## src/design/io_space_pkg.sv

```systemverilog
// Package with register offsets, field positions, reset values and clock option encodings
package io_space_pkg;
  localparam logic [5:0] ADDR_COMPARATOR_CTRL_STATUS = 6'h08;
  localparam logic [5:0] ADDR_PORT_PIN_INPUT = 6'h16;
  localparam logic [5:0] ADDR_PORT_DIRECTION = 6'h17;
  localparam logic [5:0] ADDR_PORT_OUTPUT_LATCH = 6'h18;
  localparam logic [5:0] ADDR_WATCHDOG_CONTROL = 6'h21;
  localparam logic [5:0] ADDR_COUNTER_VALUE = 6'h32;
  localparam logic [5:0] ADDR_COUNTER_CLOCK_SELECT = 6'h33;
  localparam logic [5:0] ADDR_RESET_CAUSE_STATUS = 6'h34;
  localparam logic [5:0] ADDR_CORE_SLEEP_IRQ_CONTROL = 6'h35;
  localparam logic [5:0] ADDR_COUNTER_FLAG = 6'h38;
  localparam logic [5:0] ADDR_COUNTER_IRQ_MASK = 6'h39;
  localparam logic [5:0] ADDR_EXTERNAL_IRQ_FLAGS = 6'h3a;
  localparam logic [5:0] ADDR_EXTERNAL_IRQ_MASK = 6'h3b;
  localparam logic [5:0] ADDR_PROCESSOR_FLAGS = 6'h3f;
  // Highest address reachable by the bit set and clear instructions
  localparam logic [5:0] ADDR_BIT_OP_LIMIT = 6'h1f;
  // Implemented-bit masks per register
  localparam logic [7:0] MASK_COMPARATOR = 8'hdb;
  localparam logic [7:0] MASK_COMPARATOR_W1C = 8'h10;
  localparam logic [7:0] MASK_WATCHDOG = 8'h1f;
  localparam logic [7:0] MASK_CLOCK_SELECT = 8'h07;
  localparam logic [7:0] MASK_RESET_CAUSE = 8'h0f;
  localparam logic [7:0] MASK_SLEEP_CTRL = 8'h73;
  localparam logic [7:0] MASK_COUNTER_FLAG = 8'h02;
  localparam logic [7:0] MASK_EXT_IRQ = 8'h60;
  // Field positions
  localparam int BIT_PULLUP_DISABLE = 6;
  localparam int BIT_SLEEP_ENABLE = 5;
  localparam int BIT_SLEEP_MODE = 4;
  localparam int BIT_PIN_CHANGE_FLAG = 5;
  // Reset values
  localparam logic [7:0] RESET_VALUE = 8'h00;
  // Clock option encodings
  localparam logic [2:0] CLKOPT_CRYSTAL = 3'h0;
  localparam logic [2:0] CLKOPT_LF_CRYSTAL = 3'h1;
  localparam logic [2:0] CLKOPT_RESONATOR = 3'h2;
  localparam logic [2:0] CLKOPT_EXT_RC = 3'h3;
  localparam logic [2:0] CLKOPT_EXT_CLOCK = 3'h4;
  localparam logic [2:0] CLKOPT_INT_RC = 3'h5;
  // Sleep states, Gray coded
  typedef enum logic [1:0] {
    SLEEP_RUN = 2'b00,
    SLEEP_IDLE = 2'b01,
    SLEEP_POWER_DOWN = 2'b11
  } sleep_state_e;
endpackage

```

## src/design/pin_sync.sv

```systemverilog
// Two-flop synchroniser for a group of pin levels
`timescale 1ns/1ns
`default_nettype none
module pin_sync #(
  parameter int WIDTH = 6
) (
  input wire logic clock_in,
  input wire logic rst_n_in,
  input wire logic enable_in,
  input wire logic [WIDTH-1:0] async_in,
  output logic [WIDTH-1:0] sync_out
);
  logic [WIDTH-1:0] first_reg;
  always_ff @(posedge clock_in or negedge rst_n_in) begin
    if (!rst_n_in) begin
      first_reg <= '0;
      sync_out <= '0;
    end else if (enable_in) begin
      first_reg <= async_in;
      sync_out <= first_reg;
    end
  end
endmodule // pin_sync
`default_nettype wire

```

## src/design/pin_pad_ctrl.sv

```systemverilog
// Per-line pad control: direction, pull-up and function sharing
`timescale 1ns/1ns
`default_nettype none
module pin_pad_ctrl (
  input wire logic clock_in,
  input wire logic rst_n_in,
  input wire logic enable_in,
  input wire logic has_eeprom_in,
  input wire logic ext_reset_en_in,
  input wire logic [2:0] clock_option_in,
  input wire logic pullup_disable_in,
  input wire logic [5:0] direction_in,
  input wire logic [4:0] latch_in,
  output logic [5:0] pin_out,
  output logic [5:0] pin_oe_out,
  output logic [5:0] pullup_en_out,
  output logic [5:0] port_owned_out
);
  logic [5:0] owned;
  logic [5:0] drive;
  logic [5:0] level;
  logic [5:0] pull;
  logic lines_ab_taken;
  logic line_a_taken;
  logic top_out_ok;
  ////////////////////////////////////////////////////////////////////////
  assign lines_ab_taken = (clock_option_in == io_space_pkg::CLKOPT_CRYSTAL) ||
    (clock_option_in == io_space_pkg::CLKOPT_LF_CRYSTAL) ||
    (clock_option_in == io_space_pkg::CLKOPT_RESONATOR);
  assign line_a_taken = lines_ab_taken || (clock_option_in == io_space_pkg::CLKOPT_EXT_RC) ||
    (clock_option_in == io_space_pkg::CLKOPT_EXT_CLOCK);
  assign top_out_ok = has_eeprom_in && !ext_reset_en_in;
  assign owned = {!ext_reset_en_in, !lines_ab_taken, !line_a_taken, 3'b111};
  // Top line is open drain: it only ever drives low
  assign drive = owned & direction_in & {top_out_ok, 5'b11111};
  assign level = {1'b0, latch_in};
  assign pull = owned & ~direction_in & {1'b0, latch_in} & {6{!pullup_disable_in}};
  ////////////////////////////////////////////////////////////////////////
  // Asynchronous reset tri-states every pin without a clock
  always_ff @(posedge clock_in or negedge rst_n_in) begin
    if (!rst_n_in) begin
      pin_out <= 6'h00;
      pin_oe_out <= 6'h00;
      pullup_en_out <= 6'h00;
      port_owned_out <= 6'h00;
    end else if (enable_in) begin
      pin_out <= level;
      pin_oe_out <= drive;
      pullup_en_out <= pull;
      port_owned_out <= owned;
    end
  end
endmodule // pin_pad_ctrl
`default_nettype wire

```

## src/design/io_register_space.sv

```systemverilog
// I/O register space and six-line port of the small controller
// Operation
// - Idle sleep halts core, counter and interrupts run
// - Power-down keeps registers, stops clock until wake
// - Pin change wakes device and raises interrupt
// - Six-bit port, five lines with pull-ups
// - Top line input only or open drain
// - Reset tri-states all pins without clock
// - External reset option claims the top line
// - Crystal and resonator options claim fourth and fifth lines; RC and external clock claim the fourth
// - Reset pin low pulse resets without clock
// - Writing one clears status flags, zero keeps; reset cause flags clear on zero instead
// - Bit ops rewrite whole register, clearing flags
// - Bit ops only reach addresses 00 to 1f
`timescale 1ns/1ns
`default_nettype none
module io_register_space (
  input wire logic clock_in,
  input wire logic rst_n_in,
  input wire logic clock_enable_in,
  input wire logic has_eeprom_in,
  input wire logic ext_reset_en_in,
  input wire logic [2:0] clock_option_in,
  input wire logic [5:0] io_addr_in,
  input wire logic io_read_in,
  input wire logic io_write_in,
  input wire logic bit_set_instruction_in,
  input wire logic bit_clear_instruction_in,
  input wire logic [2:0] bit_index_in,
  input wire logic [7:0] io_wdata_in,
  input wire logic sleep_exec_in,
  input wire logic wake_event_in,
  input wire logic counter_overflow_in,
  input wire logic comparator_event_in,
  input wire logic ext_int_event_in,
  input wire logic [5:0] port_pin_in,
  output logic [7:0] io_rdata_out,
  output logic bit_op_refused_out,
  output logic core_halt_out,
  output logic osc_stop_out,
  output logic peripherals_run_out,
  output logic pin_change_irq_out,
  output logic [5:0] port_pin_out,
  output logic [5:0] port_pin_oe_out,
  output logic [5:0] port_pullup_en_out,
  output logic [7:0] counter_value_out,
  output logic [7:0] counter_clock_select_out,
  output logic [7:0] watchdog_control_out
);
  logic [7:0] comparator_ctrl_status_reg, comparator_ctrl_status_next;
  logic [5:0] port_direction_reg, port_direction_next;
  logic [4:0] port_output_latch_reg, port_output_latch_next;
  logic [7:0] watchdog_control_reg, watchdog_control_next;
  logic [7:0] counter_value_reg, counter_value_next;
  logic [7:0] counter_clock_select_reg, counter_clock_select_next;
  logic [7:0] reset_cause_status_reg, reset_cause_status_next;
  logic [7:0] core_sleep_irq_control_reg, core_sleep_irq_control_next;
  logic [7:0] counter_flag_reg, counter_flag_next;
  logic [7:0] counter_irq_mask_reg, counter_irq_mask_next;
  logic [7:0] external_irq_flags_reg, external_irq_flags_next;
  logic [7:0] external_irq_mask_reg, external_irq_mask_next;
  logic [7:0] processor_flags_reg, processor_flags_next;
  logic [5:0] pin_last_reg;
  logic ext_reset_seen_reg;
  io_space_pkg::sleep_state_e sleep_reg, sleep_next;
  logic [5:0] pins_sync;
  logic [5:0] port_owned;
  logic [7:0] rdata_next;
  logic [7:0] port_pin_value;
  logic bit_op;
  logic bit_op_ok;
  logic any_write;
  logic [7:0] bit_mask;
  logic [7:0] rmw_value;
  logic [7:0] wvalue;
  logic pin_change;
  logic clk_live;
  logic irq_pending;

  ////////////////////////////////////////////////////////////////////////
  // Helper functions
  function automatic logic hit(input logic [5:0] addr, input logic [5:0] target);
    return addr == target;
  endfunction

  // Write-one-to-clear update: hardware set wins over a clear in the same cycle
  function automatic logic [7:0] w1c(input logic [7:0] cur, input logic [7:0] set,
                                     input logic [7:0] clr, input logic [7:0] mask);
    return ((cur & ~clr) | set) & mask;
  endfunction

  ////////////////////////////////////////////////////////////////////////
  // Synchronised pins and pad control
  pin_sync #(.WIDTH(6)) u_pin_sync (
    .clock_in(clock_in),
    .rst_n_in(rst_n_in),
    .enable_in(clock_enable_in),
    .async_in(port_pin_in),
    .sync_out(pins_sync)
  );

  pin_pad_ctrl u_pad (
    .clock_in(clock_in),
    .rst_n_in(rst_n_in),
    .enable_in(clk_live),
    .has_eeprom_in(has_eeprom_in),
    .ext_reset_en_in(ext_reset_en_in),
    .clock_option_in(clock_option_in),
    .pullup_disable_in(core_sleep_irq_control_reg[io_space_pkg::BIT_PULLUP_DISABLE]),
    .direction_in(port_direction_reg),
    .latch_in(port_output_latch_reg),
    .pin_out(port_pin_out),
    .pin_oe_out(port_pin_oe_out),
    .pullup_en_out(port_pullup_en_out),
    .port_owned_out(port_owned)
  );

  ////////////////////////////////////////////////////////////////////////
  // Access decode
  // Power-down freezes state; only a wake event, a pin change or reset restarts the clock
  assign clk_live = clock_enable_in &&
    ((sleep_reg != io_space_pkg::SLEEP_POWER_DOWN) || wake_event_in || pin_change);
  assign bit_op = bit_set_instruction_in || bit_clear_instruction_in;
  assign bit_op_ok = bit_op && (io_addr_in <= io_space_pkg::ADDR_BIT_OP_LIMIT);
  assign any_write = io_write_in || bit_op_ok;
  assign bit_mask = 8'h01 << bit_index_in;
  assign port_pin_value = {2'b00, pins_sync & port_owned};
  assign rmw_value = bit_set_instruction_in ? (rdata_next | bit_mask) : (rdata_next & ~bit_mask);
  assign wvalue = bit_op_ok ? rmw_value : io_wdata_in;
  assign pin_change = |((pins_sync ^ pin_last_reg) & port_owned);
  assign irq_pending = processor_flags_reg[7] &&
    (|(external_irq_flags_reg & external_irq_mask_reg) || |(counter_flag_reg & counter_irq_mask_reg));

  always_comb begin
    unique case (io_addr_in)
      io_space_pkg::ADDR_COMPARATOR_CTRL_STATUS: rdata_next = comparator_ctrl_status_reg;
      io_space_pkg::ADDR_PORT_PIN_INPUT: rdata_next = port_pin_value;
      io_space_pkg::ADDR_PORT_DIRECTION: rdata_next = {2'b00, port_direction_reg};
      io_space_pkg::ADDR_PORT_OUTPUT_LATCH: rdata_next = {3'b000, port_output_latch_reg};
      io_space_pkg::ADDR_WATCHDOG_CONTROL: rdata_next = watchdog_control_reg;
      io_space_pkg::ADDR_COUNTER_VALUE: rdata_next = counter_value_reg;
      io_space_pkg::ADDR_COUNTER_CLOCK_SELECT: rdata_next = counter_clock_select_reg;
      io_space_pkg::ADDR_RESET_CAUSE_STATUS: rdata_next = reset_cause_status_reg;
      io_space_pkg::ADDR_CORE_SLEEP_IRQ_CONTROL: rdata_next = core_sleep_irq_control_reg;
      io_space_pkg::ADDR_COUNTER_FLAG: rdata_next = counter_flag_reg;
      io_space_pkg::ADDR_COUNTER_IRQ_MASK: rdata_next = counter_irq_mask_reg;
      io_space_pkg::ADDR_EXTERNAL_IRQ_FLAGS: rdata_next = external_irq_flags_reg;
      io_space_pkg::ADDR_EXTERNAL_IRQ_MASK: rdata_next = external_irq_mask_reg;
      io_space_pkg::ADDR_PROCESSOR_FLAGS: rdata_next = processor_flags_reg;
      default: rdata_next = io_space_pkg::RESET_VALUE;
    endcase
  end

  ////////////////////////////////////////////////////////////////////////
  // Register next values; writes mask reserved bits away
  assign port_direction_next = (any_write && hit(io_addr_in, io_space_pkg::ADDR_PORT_DIRECTION)) ?
    wvalue[5:0] : port_direction_reg;
  assign port_output_latch_next = (any_write && hit(io_addr_in, io_space_pkg::ADDR_PORT_OUTPUT_LATCH)) ?
    wvalue[4:0] : port_output_latch_reg;
  assign watchdog_control_next = (io_write_in && hit(io_addr_in, io_space_pkg::ADDR_WATCHDOG_CONTROL)) ?
    (wvalue & io_space_pkg::MASK_WATCHDOG) : watchdog_control_reg;
  assign counter_value_next = (io_write_in && hit(io_addr_in, io_space_pkg::ADDR_COUNTER_VALUE)) ?
    wvalue : counter_value_reg;
  assign counter_clock_select_next =
    (io_write_in && hit(io_addr_in, io_space_pkg::ADDR_COUNTER_CLOCK_SELECT)) ?
    (wvalue & io_space_pkg::MASK_CLOCK_SELECT) : counter_clock_select_reg;
  assign core_sleep_irq_control_next =
    (io_write_in && hit(io_addr_in, io_space_pkg::ADDR_CORE_SLEEP_IRQ_CONTROL)) ?
    (wvalue & io_space_pkg::MASK_SLEEP_CTRL) : core_sleep_irq_control_reg;
  assign counter_irq_mask_next = (io_write_in && hit(io_addr_in, io_space_pkg::ADDR_COUNTER_IRQ_MASK)) ?
    (wvalue & io_space_pkg::MASK_COUNTER_FLAG) : counter_irq_mask_reg;
  assign external_irq_mask_next = (io_write_in && hit(io_addr_in, io_space_pkg::ADDR_EXTERNAL_IRQ_MASK)) ?
    (wvalue & io_space_pkg::MASK_EXT_IRQ) : external_irq_mask_reg;
  assign processor_flags_next = (io_write_in && hit(io_addr_in, io_space_pkg::ADDR_PROCESSOR_FLAGS)) ?
    wvalue : processor_flags_reg;
  // Comparator: control bits plain, event flag write-one-to-clear
  assign comparator_ctrl_status_next =
    (any_write && hit(io_addr_in, io_space_pkg::ADDR_COMPARATOR_CTRL_STATUS)) ?
    (((wvalue & ~io_space_pkg::MASK_COMPARATOR_W1C) & io_space_pkg::MASK_COMPARATOR) |
     w1c(comparator_ctrl_status_reg, {3'b000, comparator_event_in, 4'h0}, wvalue,
         io_space_pkg::MASK_COMPARATOR_W1C)) :
    (comparator_ctrl_status_reg | {3'b000, comparator_event_in, 4'h0});
  assign counter_flag_next = w1c(counter_flag_reg, {6'h00, counter_overflow_in, 1'b0},
    (io_write_in && hit(io_addr_in, io_space_pkg::ADDR_COUNTER_FLAG)) ? wvalue : 8'h00,
    io_space_pkg::MASK_COUNTER_FLAG);
  assign external_irq_flags_next = w1c(external_irq_flags_reg,
    {1'b0, ext_int_event_in, pin_change, 5'h00},
    (io_write_in && hit(io_addr_in, io_space_pkg::ADDR_EXTERNAL_IRQ_FLAGS)) ? wvalue : 8'h00,
    io_space_pkg::MASK_EXT_IRQ);
  assign reset_cause_status_next = w1c(reset_cause_status_reg,
    {6'h00, ext_reset_seen_reg, 1'b0},
    (io_write_in && hit(io_addr_in, io_space_pkg::ADDR_RESET_CAUSE_STATUS)) ? ~wvalue : 8'h00,
    io_space_pkg::MASK_RESET_CAUSE);

  ////////////////////////////////////////////////////////////////////////
  // Sleep control
  always_comb begin
    sleep_next = sleep_reg;
    case (sleep_reg)
      io_space_pkg::SLEEP_RUN: begin
        if (sleep_exec_in && core_sleep_irq_control_reg[io_space_pkg::BIT_SLEEP_ENABLE]) begin
          sleep_next = core_sleep_irq_control_reg[io_space_pkg::BIT_SLEEP_MODE] ?
            io_space_pkg::SLEEP_POWER_DOWN : io_space_pkg::SLEEP_IDLE;
        end
      end
      io_space_pkg::SLEEP_IDLE: begin
        if (irq_pending || wake_event_in || pin_change) begin
          sleep_next = io_space_pkg::SLEEP_RUN;
        end
      end
      io_space_pkg::SLEEP_POWER_DOWN: begin
        if (wake_event_in || pin_change) begin
          sleep_next = io_space_pkg::SLEEP_RUN;
        end
      end
      default: sleep_next = io_space_pkg::SLEEP_RUN;
    endcase
  end

  ////////////////////////////////////////////////////////////////////////
  // State registers; the pin reset is asynchronous so no clock is needed
  always_ff @(posedge clock_in or negedge rst_n_in) begin
    if (!rst_n_in) begin
      comparator_ctrl_status_reg <= io_space_pkg::RESET_VALUE;
      port_direction_reg <= 6'h00;
      port_output_latch_reg <= 5'h00;
      watchdog_control_reg <= io_space_pkg::RESET_VALUE;
      counter_value_reg <= io_space_pkg::RESET_VALUE;
      counter_clock_select_reg <= io_space_pkg::RESET_VALUE;
      reset_cause_status_reg <= io_space_pkg::RESET_VALUE;
      core_sleep_irq_control_reg <= io_space_pkg::RESET_VALUE;
      counter_flag_reg <= io_space_pkg::RESET_VALUE;
      counter_irq_mask_reg <= io_space_pkg::RESET_VALUE;
      external_irq_flags_reg <= io_space_pkg::RESET_VALUE;
      external_irq_mask_reg <= io_space_pkg::RESET_VALUE;
      processor_flags_reg <= io_space_pkg::RESET_VALUE;
      sleep_reg <= io_space_pkg::SLEEP_RUN;
      ext_reset_seen_reg <= 1'b1;
      pin_last_reg <= 6'h00;
    end else if (clk_live) begin
      comparator_ctrl_status_reg <= comparator_ctrl_status_next;
      port_direction_reg <= port_direction_next;
      port_output_latch_reg <= port_output_latch_next;
      watchdog_control_reg <= watchdog_control_next;
      counter_value_reg <= counter_value_next;
      counter_clock_select_reg <= counter_clock_select_next;
      reset_cause_status_reg <= reset_cause_status_next;
      core_sleep_irq_control_reg <= core_sleep_irq_control_next;
      counter_flag_reg <= counter_flag_next;
      counter_irq_mask_reg <= counter_irq_mask_next;
      external_irq_flags_reg <= external_irq_flags_next;
      external_irq_mask_reg <= external_irq_mask_next;
      processor_flags_reg <= processor_flags_next;
      sleep_reg <= sleep_next;
      ext_reset_seen_reg <= 1'b0;
      pin_last_reg <= pins_sync;
    end
  end

  ////////////////////////////////////////////////////////////////////////
  // Registered outputs
  always_ff @(posedge clock_in or negedge rst_n_in) begin
    if (!rst_n_in) begin
      io_rdata_out <= 8'h00;
      bit_op_refused_out <= 1'b0;
      core_halt_out <= 1'b0;
      osc_stop_out <= 1'b0;
      peripherals_run_out <= 1'b1;
      pin_change_irq_out <= 1'b0;
      counter_value_out <= 8'h00;
      counter_clock_select_out <= 8'h00;
      watchdog_control_out <= 8'h00;
    end else if (clk_live) begin
      io_rdata_out <= io_read_in ? rdata_next : 8'h00;
      bit_op_refused_out <= bit_op && !bit_op_ok;
      core_halt_out <= sleep_next != io_space_pkg::SLEEP_RUN;
      osc_stop_out <= sleep_next == io_space_pkg::SLEEP_POWER_DOWN;
      peripherals_run_out <= sleep_next != io_space_pkg::SLEEP_POWER_DOWN;
      pin_change_irq_out <= external_irq_flags_next[io_space_pkg::BIT_PIN_CHANGE_FLAG] &&
        external_irq_mask_next[io_space_pkg::BIT_PIN_CHANGE_FLAG];
      counter_value_out <= counter_value_next;
      counter_clock_select_out <= counter_clock_select_next;
      watchdog_control_out <= watchdog_control_next;
    end
  end
endmodule // io_register_space
`default_nettype wire

```

## config.mk

```make
export PLATFORM = sky130hd
export DESIGN_NAME = io_register_space
export DESIGN_NICKNAME = d
export VERILOG_FILES = /design/src/design/io_space_pkg.sv /design/src/design/pin_sync.sv /design/src/design/pin_pad_ctrl.sv /design/src/design/io_register_space.sv
export SDC_FILE = /design/constraint.sdc
export NUM_CORES = 1
export LEC_CHECK = 0
export ABC_CLOCK_PERIOD_IN_PS = 4900
export BUFFER_PORTS_ARGS = -buffer_cell sky130_fd_sc_hd__buf_2
export CAP_MARGIN = 10
export CORE_ASPECT_RATIO = 0.5
export CORE_MARGIN = 4
export CORE_UTILIZATION = 50
export CTS_BUF_LIST = sky130_fd_sc_hd__clkbuf_4 sky130_fd_sc_hd__clkbuf_8 sky130_fd_sc_hd__clkbuf_16
export DETAILED_ROUTE_END_ITERATION = 16
export PLACE_DENSITY = 0.84
export SYNTH_ARGS = -nofsm -noshare
export SYNTH_HDL_FRONTEND = slang
export SYNTH_HIERARCHICAL = 1
export SYNTH_SLANG_ARGS = --single-unit
```

## constraint.sdc

```tcl
create_clock -name clock_in -period 4.9 [get_ports clock_in]
set_input_delay 0.245 -clock clock_in [delete_from_list [all_inputs] [get_ports clock_in]]
set_output_delay 0.245 -clock clock_in [all_outputs]
set_load 0.01 [all_outputs]
```

==> impl_metrics.env <==
export IMPL_r2r_cells=6
export IMPL_slowest_stage="inv_2"
export IMPL_place_ws_ns=2.13
export IMPL_rsz0062_at_grt="false"
export IMPL_endpoint_kind="flop"
export IMPL_multiInputGateArea_um2=2510
export IMPL_grt_antenna_before_repair=0
export IMPL_p_comb_share_pct=13.5
export IMPL_total_leakage_power_nw=3.12
export IMPL_ys_warnings_count=6
export IMPL_run_status="finished clean"
export IMPL_syn_area_per_cell_um2=11.2
export IMPL_grt_start_max_net_pins=74
export IMPL_ant_nets=0
export IMPL_p_per_area_nw_per_um2=318
export IMPL_final_util_pct=59.6
export IMPL_slew_headroom_pct=25.1
export IMPL_core_area_um2=10500
export IMPL_required_ns=5.13
export IMPL_path_class="flop to flop"
export IMPL_cts_tree="built"
export IMPL_irDropWorstVdd_mv=0.157
export IMPL_dpl_hpwl_mm=10.7
export IMPL_num_fill_cells=877
export IMPL_critical_path_top_delay_family="buffers and inverters"
export IMPL_die_y_um=82.3
export IMPL_final_hold_viol_count=0
export IMPL_cts_sinks=110
export IMPL_yosysSeqAreaShare_pct=49.9
export IMPL_arrival_ns=3.08
export IMPL_ys_flop_type="dfrtp_1"
export IMPL_path_cells="xor2_1, a221o_1, o31ai_4, inv_2, and3_1, mux2_1"
export IMPL_drc_errors=0
export IMPL_overflow=0
export IMPL_final_setup_viol_count=0
export IMPL_cts_hold_buf=0
export IMPL_drive_above_1_share_pct=30.9
export IMPL_num_antenna_cells=0
export IMPL_fmax_ghz=0.351
export IMPL_ys_types=75
export IMPL_gp_congestion=0.991
export IMPL_io_pins=95
export IMPL_switching_share_pct=27.3
export IMPL_grt_pass1_vias=4202
export IMPL_drtPass1Iterations=6
export IMPL_grt_usage_pct=23.5
export IMPL_worst_hold_slack_ns=0.0281
export IMPL_worst_slew_pin_slew_ns=1.11
export IMPL_cts_resized=0
export IMPL_grt_pass1_wl_mm=23.2
export IMPL_maxCapViolCount=0
export IMPL_drt_iter0_markers=419
export IMPL_synth_top_cell_by_area="dfrtp_1"
export IMPL_critPathMaxFanout=55
export IMPL_io_buffer_count=84
export IMPL_root_buffer="clkbuf_16"
export IMPL_synth_enable_flop_cells=0
export IMPL_clock_skew_final_ns=0.00814
export IMPL_design_power_total_mw=1.98
export IMPL_syn_to_final_growth_pct=13.0
export IMPL_synth_top_area_share_pct=48.9
export IMPL_vias_per_cell=6.08
export IMPL_ff_latch_area_um2=2760
export IMPL_fin_crit_ns=2.85
export IMPL_cts_buffers=9
export IMPL_worst_slack_ns=2.05
export IMPL_post_route_period_util_pct=58.1
export IMPL_clkTransAtPathRegs_ns=0.07
export IMPL_pwr_share_clk_pct=34.6
export IMPL_ys_ff_latch=110
export IMPL_cpPeakStageDelay_ns=0.74
export IMPL_row_count=26
export IMPL_synth_common_cells="dfrtp_1 (108), nand2_1 (60), mux2_2 (39)"
export IMPL_start_kind="flop"
export IMPL_syn_inst=495
export IMPL_cts_buffer_depth=2
export IMPL_p_sw_uw=541
export IMPL_p_int_mw=1.44
export IMPL_die_area_um2=12900
export IMPL_ys_top_cells_by_area="dfrtp_1 (49%), mux2_2 (7.9%), nand2_1 (4.1%), mux2_4 (2.7%), buf_4 (1.9%)"
export IMPL_dr_total_vias=4335
export IMPL_die_w_um=157
export IMPL_nets=608
export IMPL_async_flop_share_pct=100
export IMPL_wirelength_mm=14.5
export IMPL_cp_num_buf_inv=1
export IMPL_path_depth=6
export IMPL_clock_latency_ns=0.35
export IMPL_wl_per_cell_um=20.4
export IMPL_drv_slew=0
export IMPL_hp_class="input pin to async pin"
export IMPL_sequentialPowerShare_pct=51.9
export IMPL_synth_most_common_cell="dfrtp_1"
export IMPL_htree_levels=3
export IMPL_syn_cell_area_um2=5530
export IMPL_finalSetupTns_ns=0
export IMPL_post_cts_buffers=0
export IMPL_initial_core_util_pct=52.7
layout make-up:
| cell class | count | area share, % |
|---|---|---|
| Sequential cell | 110 | 44.1 |
| Clock buffer | 10 | 3.83 |
| Inverter | 19 | 1.14 |
| Timing Repair Buffer | 89 | 7.37 |
| Tap cell | 140 | 2.81 |
| Multi-Input combinational cell | 339 | 40.1 |
| Clock inverter | 6 | 0.581 |
layer usage:
metal | global-route usage (%) | vias to the layer above | routed length (µm)
li1 | - | 1928 | -
met1 | 33.6 | 2146 | 6610
met2 | 36.1 | 227 | 6370
met3 | 6.40 | 34 | 1300
met4 | 5.45 | 0 | 256
met5 | 0 | - | 0
placed cells by master, fill, tap and decap left out, types with 3 or more instances in the layout:
cell type / n
a21o_1: 6
a21oi_1: 8
a221o_1: 3
a222oi_1: 3
a22o_1: 9
a22oi_1: 7
and2_1: 10
and3_1: 11
and4_1: 5
and4b_1: 3
buf_2: 83
buf_4: 6
clkbuf_16: 9
clkinv_2: 4
conb_1: 10
dfrtp_1: 108
inv_1: 18
mux2_1: 8
mux2_2: 39
mux2_4: 10
mux2i_1: 8
nand2_1: 60
nand2b_1: 6
nand3_1: 14
nand4_1: 5
nor2_1: 16
nor2b_1: 5
nor3_1: 4
o21a_1: 4
o21ai_0: 16
o21ai_1: 4
o22ai_1: 3
o31a_1: 3
o31ai_1: 6
o32ai_2: 3
xor2_1: 6
power by group through the flow:
| stage | registers (mW) | clock network (mW) | logic (mW) |
|---|---|---|---|
| 5_1_grt | 1.04 | 0.730 | 0.297 |
| 2_1_floorplan | 1.04 | 0 | 0.165 |
| 4_1_cts | 1.03 | 0.689 | 0.268 |
| 6_report | 1.03 | 0.686 | 0.268 |
| 3_3_place_gp | 1.04 | 0 | 0.260 |
| 3_5_place_dp | 1.04 | 0 | 0.267 |
metrics by stage:
stage,cells,cell area (µm²)
final,713,6240
after detailed placement,697,5970
after CTS,713,6240
after floorplan,503,5560
after global placement,697,5970
after global routing,713,6240
worst paths after layout:
path,startpoint,to,slack [ns]
worst max-delay path,u_pin_sync/sync_out[5],counter_value_reg[5],2.05
worst min-delay path,rst_n_in,u_pad/pin_out[1],0.03
worst max register to register,u_pin_sync/sync_out[5],counter_value_reg[5],2.05
worst min register to register,io_rdata_out[7],io_rdata_out[7],0.47
max in group asynchronous,rst_n_in,ext_reset_seen_reg,3.84
min in group clock_in,ext_reset_en_in,u_pad/port_owned_out[5],0.08
cell families after synthesis:
kind of cell	Yosys count	share of synthesized area (%)
AND/OR/NAND/NOR	158	15.6
XOR/XNOR	6	0.951
AO/OA/AOI/OAI	100	14.4
buffers and inverters	54	5.32
other	2	0.136
multiplexers	65	13.7
flip-flops	110	49.9
Note: power is estimated with default switching activity, not from simulation.
